==> src/rtl/irq_flag_pkg.sv <==
// Package of bit positions, widths and reset values for the low flag bits
package irq_flag_pkg;
    localparam int FLAG_W = 13;
    localparam int RESULT_W = 16;
    localparam logic [12:0] FLAGS_RESET = 13'h0000;
    localparam logic [15:0] RESULT_RESET = 16'h0000;
    localparam int BIT_CONVERSION = 0;
    localparam int BIT_FOURIER = 1;
    localparam int BIT_SECOND_FILTER = 2;
    localparam int BIT_TEMPERATURE = 3;
    localparam int BIT_LOWER_LIMIT = 4;
    localparam int BIT_UPPER_LIMIT = 5;
    localparam int BIT_DELTA = 6;
    localparam int BIT_MEAN = 7;
    localparam int BIT_VARIANCE = 8;
    localparam int BIT_CUSTOM_LO = 9;
    localparam int NUM_CUSTOM = 4;
endpackage

==> src/rtl/result_check_if.sv <==
// Interface carrying conversion results and limit-check outcomes
`timescale 1ns/10ps
interface result_check_if;
    logic result_valid;
    logic [15:0] result;
    logic [15:0] upper_result_limit;
    logic [15:0] lower_result_limit;
    logic [15:0] successive_change_limit;
    logic over_upper;
    logic under_lower;
    logic delta_exceeded;
    modport flags (output result_valid, output result,
        output upper_result_limit, output lower_result_limit,
        output successive_change_limit,
        input over_upper, input under_lower, input delta_exceeded);
    modport checker_end (input result_valid, input result,
        input upper_result_limit, input lower_result_limit,
        input successive_change_limit,
        output over_upper, output under_lower, output delta_exceeded);
endinterface

==> src/rtl/afe_interrupt_flag_low_bits.sv <==
// Low thirteen interrupt status flags of the front end
`timescale 1ns/10ps
module afe_interrupt_flag_low_bits (
    // Clock, reset, enable
    input wire logic sys_clk,
    input wire logic nrst,
    input wire logic clk_en,
    // Event sources
    input wire logic [3:0] custom_irq_set,
    input wire logic variance_done,
    input wire logic mean_done,
    input wire logic temperature_done,
    input wire logic second_filter_done,
    input wire logic fourier_done,
    input wire logic result_valid,
    input wire logic [15:0] result,
    // Limits
    input wire logic [15:0] successive_change_limit,
    input wire logic [15:0] upper_result_limit,
    input wire logic [15:0] lower_result_limit,
    // Clear mechanism, one bit per flag
    input wire logic [12:0] flag_clear,
    // Status
    output logic [12:0] flags,
    output logic [3:0] custom_irq_status,
    output logic variance_result_status,
    output logic mean_result_status,
    output logic delta_violation_status,
    output logic upper_limit_violation_status,
    output logic lower_limit_violation_status,
    output logic temperature_result_status,
    output logic second_filter_ready_status,
    output logic fourier_result_status,
    output logic conversion_result_status
);
    result_check_if chk_bus ();
    wire logic [12:0] set_event;
    logic [12:0] next_flags;

    assign chk_bus.result_valid = result_valid;
    assign chk_bus.result = result;
    assign chk_bus.upper_result_limit = upper_result_limit;
    assign chk_bus.lower_result_limit = lower_result_limit;
    assign chk_bus.successive_change_limit = successive_change_limit;

    result_limit_check u_check (
        .sys_clk(sys_clk),
        .nrst(nrst),
        .clk_en(clk_en),
        .chk(chk_bus.checker_end)
    );

    assign set_event[irq_flag_pkg::BIT_CONVERSION] = result_valid;
    assign set_event[irq_flag_pkg::BIT_FOURIER] = fourier_done;
    assign set_event[irq_flag_pkg::BIT_SECOND_FILTER] =
        second_filter_done;
    assign set_event[irq_flag_pkg::BIT_TEMPERATURE] =
        temperature_done;
    assign set_event[irq_flag_pkg::BIT_LOWER_LIMIT] =
        chk_bus.under_lower;
    assign set_event[irq_flag_pkg::BIT_UPPER_LIMIT] =
        chk_bus.over_upper;
    assign set_event[irq_flag_pkg::BIT_DELTA] =
        chk_bus.delta_exceeded;
    assign set_event[irq_flag_pkg::BIT_MEAN] = mean_done;
    assign set_event[irq_flag_pkg::BIT_VARIANCE] = variance_done;
    assign set_event[12:9] = custom_irq_set;

    // Set beats clear so an event in the clearing cycle is never lost
    genvar i;
    generate
        for (i = 0; i < irq_flag_pkg::FLAG_W; i++) begin : g_flag
            assign next_flags[i] = set_event[i] |
                (flags[i] & ~flag_clear[i]);
        end
    endgenerate

    always_ff @(posedge sys_clk or negedge nrst) begin
        if (!nrst) begin
            flags <= irq_flag_pkg::FLAGS_RESET;
        end else if (clk_en) begin
            flags <= next_flags;
        end
    end

    assign custom_irq_status = flags[12:9];
    assign variance_result_status = flags[irq_flag_pkg::BIT_VARIANCE];
    assign mean_result_status = flags[irq_flag_pkg::BIT_MEAN];
    assign delta_violation_status = flags[irq_flag_pkg::BIT_DELTA];
    assign upper_limit_violation_status =
        flags[irq_flag_pkg::BIT_UPPER_LIMIT];
    assign lower_limit_violation_status =
        flags[irq_flag_pkg::BIT_LOWER_LIMIT];
    assign temperature_result_status = flags[irq_flag_pkg::BIT_TEMPERATURE];
    assign second_filter_ready_status =
        flags[irq_flag_pkg::BIT_SECOND_FILTER];
    assign fourier_result_status = flags[irq_flag_pkg::BIT_FOURIER];
    assign conversion_result_status = flags[irq_flag_pkg::BIT_CONVERSION];
endmodule

==> src/rtl/result_limit_check.sv <==
// Compares each conversion result against limits and the previous result
`timescale 1ns/10ps
module result_limit_check (
    // Clock and reset
    input wire logic sys_clk,
    input wire logic nrst,
    input wire logic clk_en,
    // Results and outcomes
    result_check_if.checker_end chk
);
    logic [15:0] prev_result;
    logic have_prev;
    wire logic [15:0] change;

    // No delta check on the very first result: there is nothing to compare
    assign change = (chk.result >= prev_result) ?
        16'(chk.result - prev_result) : 16'(prev_result - chk.result);
    assign chk.over_upper = chk.result_valid &&
        (chk.result > chk.upper_result_limit);
    assign chk.under_lower = chk.result_valid &&
        (chk.result < chk.lower_result_limit);
    assign chk.delta_exceeded = chk.result_valid && have_prev &&
        (change > chk.successive_change_limit);

    always_ff @(posedge sys_clk or negedge nrst) begin
        if (!nrst) begin
            prev_result <= irq_flag_pkg::RESULT_RESET;
            have_prev <= 1'b0;
        end else if (clk_en && chk.result_valid) begin
            prev_result <= chk.result;
            have_prev <= 1'b1;
        end
    end
endmodule

==> config.mk <==
export PLATFORM = sky130hd
export DESIGN_NAME = afe_interrupt_flag_low_bits
export DESIGN_NICKNAME = d
export VERILOG_FILES = /design/src/rtl/irq_flag_pkg.sv /design/src/rtl/result_check_if.sv /design/src/rtl/afe_interrupt_flag_low_bits.sv /design/src/rtl/result_limit_check.sv
export SDC_FILE = /design/constraint.sdc
export NUM_CORES = 1
export LEC_CHECK = 0
export CAP_MARGIN = 15
export CORE_ASPECT_RATIO = 2
export CORE_MARGIN = 10
export CORE_UTILIZATION = 47
export CTS_BUF_LIST = sky130_fd_sc_hd__clkbuf_8 sky130_fd_sc_hd__clkbuf_16
export DETAILED_ROUTE_END_ITERATION = 8
export DONT_BUFFER_PORTS = 1
export SYNTH_ARGS = -nofsm -noshare
export SYNTH_HDL_FRONTEND = slang
export SYNTH_SLANG_ARGS = --single-unit
==> constraint.sdc <==
create_clock -name sys_clk -period 10.6 [get_ports sys_clk]
set_clock_uncertainty 0.2 [all_clocks]
set_input_delay 0.53 -clock sys_clk [delete_from_list [all_inputs] [get_ports sys_clk]]
set_output_delay 0.53 -clock sys_clk [all_outputs]
set_load 0.02 [all_outputs]
==> results.md <==
* Status: finished, final reports clean
* Seq cells post-synth at 30
* GP Congestion at roughly 0.85
* Clk sinks at 30
* Antenna Nets Post-Route at 0
* # Max-Cap Violations at 0
* Syn Nets at about 640
* Post-Route Utilization at around half
* Final setup vio count at 0
* Via count at approximately 3200
* Synth Area per Inst at between 8 and 9 um2
* HP Class: in -> reg
* Unrepaired setup endpoints after global routing: no
* Cell area power density at about 140 nW/um2
* Syn Inst Count at roughly 470
* Final Hold Vio Count at 0
* Share of the yosys chip area belonging to registers at slightly below 20%
* Crit. End Element: flip-flop
* Core area at 7940 um2
* Routed wire per std cell at approximately 18 um
* R2R cell count at 17
* Min cycle time layout at 4.66 ns
* Nets at between 600 and 700
* Setup TNS at 0 ns
* Die height at around 150 um
* Die area at around 12000 um2
* Drt drc at 0
* Longest Clk Path Bufs at 2
* Most common cell after layout, fill and taps aside: inv_1
* # H-tree levels at 2
* Final Cycle Share at a little over two fifths
* FMAX at ~0.21 GHz
* Final Cell Area at 3940 um2
* Iter 0 DRT Violations at between 150 and 200
* Reg-to-reg critical path startpoint: u_check.prev_result[0]
* Vias in the first global route at around 3400
* Number of distinct library cells after synthesis at 47
* CTS tree: done
* Initial antenna violation count at 0
* Hold Path End: flags[12]
* Static leakage at ~2.2 nW
* Slew HR at a little under two fifths
* R2R Path End: flags[6]
* Post-CTS Setup Bufs at 0
* R2r setup slk at 5.94 ns
* # IOs at between 100 and 150
* Synthesized area at around 3800 um2
* Initial Utilization at about half
* Crit path launch type: flip-flop
* Die X at 83.8 um
* Worst-path clk slew at 0.05 ns
* Worst hold start: custom_irq_set[3]
* GRT overflow at 0
* Share of layout cells above drive strength 1 at roughly 3.3%
* I/O Buffers at 0
* CTS root buf: clkbuf_16
* Router iterations before antenna repair at 4
* CTS buffer count at 5
* First-pass GRT wire length at between 15 and 20 mm
* Total Routed Length at 9.85 mm
* Largest net degree at the start of global routing at 31
* Worst vdd ir at roughly 110 uV
* Worst Tran Pin Value at a little over 0.9 ns
* ANT cells at 0
* YS warnings at 0
* Placement Cell Area at approximately 3800 um2
* Crit Path Class: reg -> reg
* Critical path peak fanout at 23
* WP data required at 10.56 ns
* Max-slew violation count at 0
* Hpwl dp at approximately 8.4 mm
* Most frequent cells in the layout: inv_1 (79), ha_1 (78), nand2_1 (46), a21oi_1 (32)
* Area growth syn-to-layout at 2.87%
* WHS Path Cells at 1
* Core Rows at 46
* Total track usage at around 16%
* Clock Latency Late Sink at around 0.28 ns
* Worst Path Arrival at 4.62 ns
* Number of vias per cell at slightly below 6
==> critical path, stage by stage, from the launching register on <==
cell       delay, ns
dfrtp_1         0.36
ha_1            0.16
inv_1           0.05
fa_1            0.38
a21o_1          0.19
a2111oi_2       0.41
o211ai_1        0.15
a221o_1         0.65
a211oi_1        0.34
a21oi_1         0.08
xor2_1          0.19
ha_1            0.27
and3_1          0.16
a221o_1         0.36
a221oi_1        0.27
o21ai_0         0.13
nor2_1          0.10
o21ai_0         0.09
==> what timing repair did <==
item | in CTS | in global routing
endpoints found under the setup margin | 0 | 0
hold endpoints to repair | 30 | 0
gates resized for setup | 0 | 0
hold buffers | 2 | 0
==> layer usage <==
metal,wire (um),vias up,track usage [%]
met1,3920,1461,16.2
met4,148,0,4.97
li1,-,1588,-
met2,5070,118,28.7
met5,0,-,0
met3,711,11,5.06
==> cell usage after synthesis (all sizes together) <==
master | count | area, um2
mux2i | 6 | 60.1
o221a | 1 | 11.3
fa | 2 | 40.0
o41ai | 1 | 16.3
o2111ai | 2 | 17.5
a211oi | 7 | 52.6
nand3 | 2 | 10.0
nand2 | 46 | 173
clkbuf | 14 | 52.6
o31ai | 5 | 42.5
nor4 | 1 | 6.26
dfrtp | 30 | 751
o21a | 1 | 7.51
a31oi | 3 | 18.8
buf | 17 | 130
and3 | 2 | 12.5
o211ai | 2 | 15.0
a221o | 3 | 30.0
nor3b | 1 | 7.51
a311oi | 1 | 8.76
nand3b | 3 | 22.5
o2111a | 1 | 11.3
nand2b | 6 | 37.5
xnor2 | 5 | 43.8
nand4 | 13 | 81.3
and2 | 1 | 6.26
xor2 | 9 | 78.8
o21bai | 1 | 7.51
o21ai | 30 | 150
a21o | 29 | 218
a2111oi | 3 | 32.5
nor2 | 9 | 33.8
nor2b | 5 | 31.3
inv | 79 | 297
ha | 78 | 976
o21ba | 1 | 10.0
and4 | 2 | 17.5
nor3 | 7 | 35.0
mux2 | 2 | 22.5
a22o | 9 | 78.8
a21oi | 32 | 160
a221oi | 2 | 17.5
==> registers in the layout, indices dropped and copies added (netlist names) <==
register and cells:
flags 13, u_check.prev_result 16, u_check.have_prev 1
==> power by group <==
| part | internal [mW] | switching, mW |
|---|---|---|
| Clock | 0.0847 | 0.0526 |
| Sequential | 0.130 | 0.0354 |
| Combinational | 0.116 | 0.143 |
| Total | 0.330 | 0.231 |
==> logic make-up after synthesis <==
group / count (synthesis) / synth area share (%)
xor gates and xnor gates: 14 / 3.20
and+or+nand+nor: 98 / 12.4
AOI/OAI and AO/OA: 134 / 23.6
adders and majority gates: 80 / 26.5
DFF: 30 / 19.6
muxes: 8 / 2.16
buffers and inverters: 110 / 12.5
==> through the flow <==
step | cells | hold slack, ns | power (mW) | worst slack, ns
after global routing | 549 | 0.191 | 0.611 | 5.64
after global placement | 540 | 0.0357 | 0.419 | 5.75
final | 549 | 0.190 | 0.561 | 5.94
after detailed placement | 540 | 0.0355 | 0.424 | 5.64
after floorplan | 474 | 0.0344 | 0.382 | 6.28
after CTS | 549 | 0.185 | 0.569 | 5.93
==> cell type report <==
type | count | area [um2]
inverter | 79 | 297
timing repair buffer | 3 | 37.5
sequential | 30 | 751
fill | 809 | 4000
multi-input combinational | 334 | 2600
clock inverter | 2 | 10.0
clock buffer | 5 | 125
tap | 96 | 120
==> worst max path at each step <==
stage | from | to | cells past startpoint
detailed placement | result[0] | flags[6] | 18
finish | u_check.prev_result[0] | flags[6] | 17
CTS | u_check.prev_result[0] | flags[6] | 17
global placement | result[0] | flags[6] | 18
global route | u_check.prev_result[0] | flags[6] | 17
floorplan | result[0] | flags[6] | 19
(Power assumes the default switching activity.)
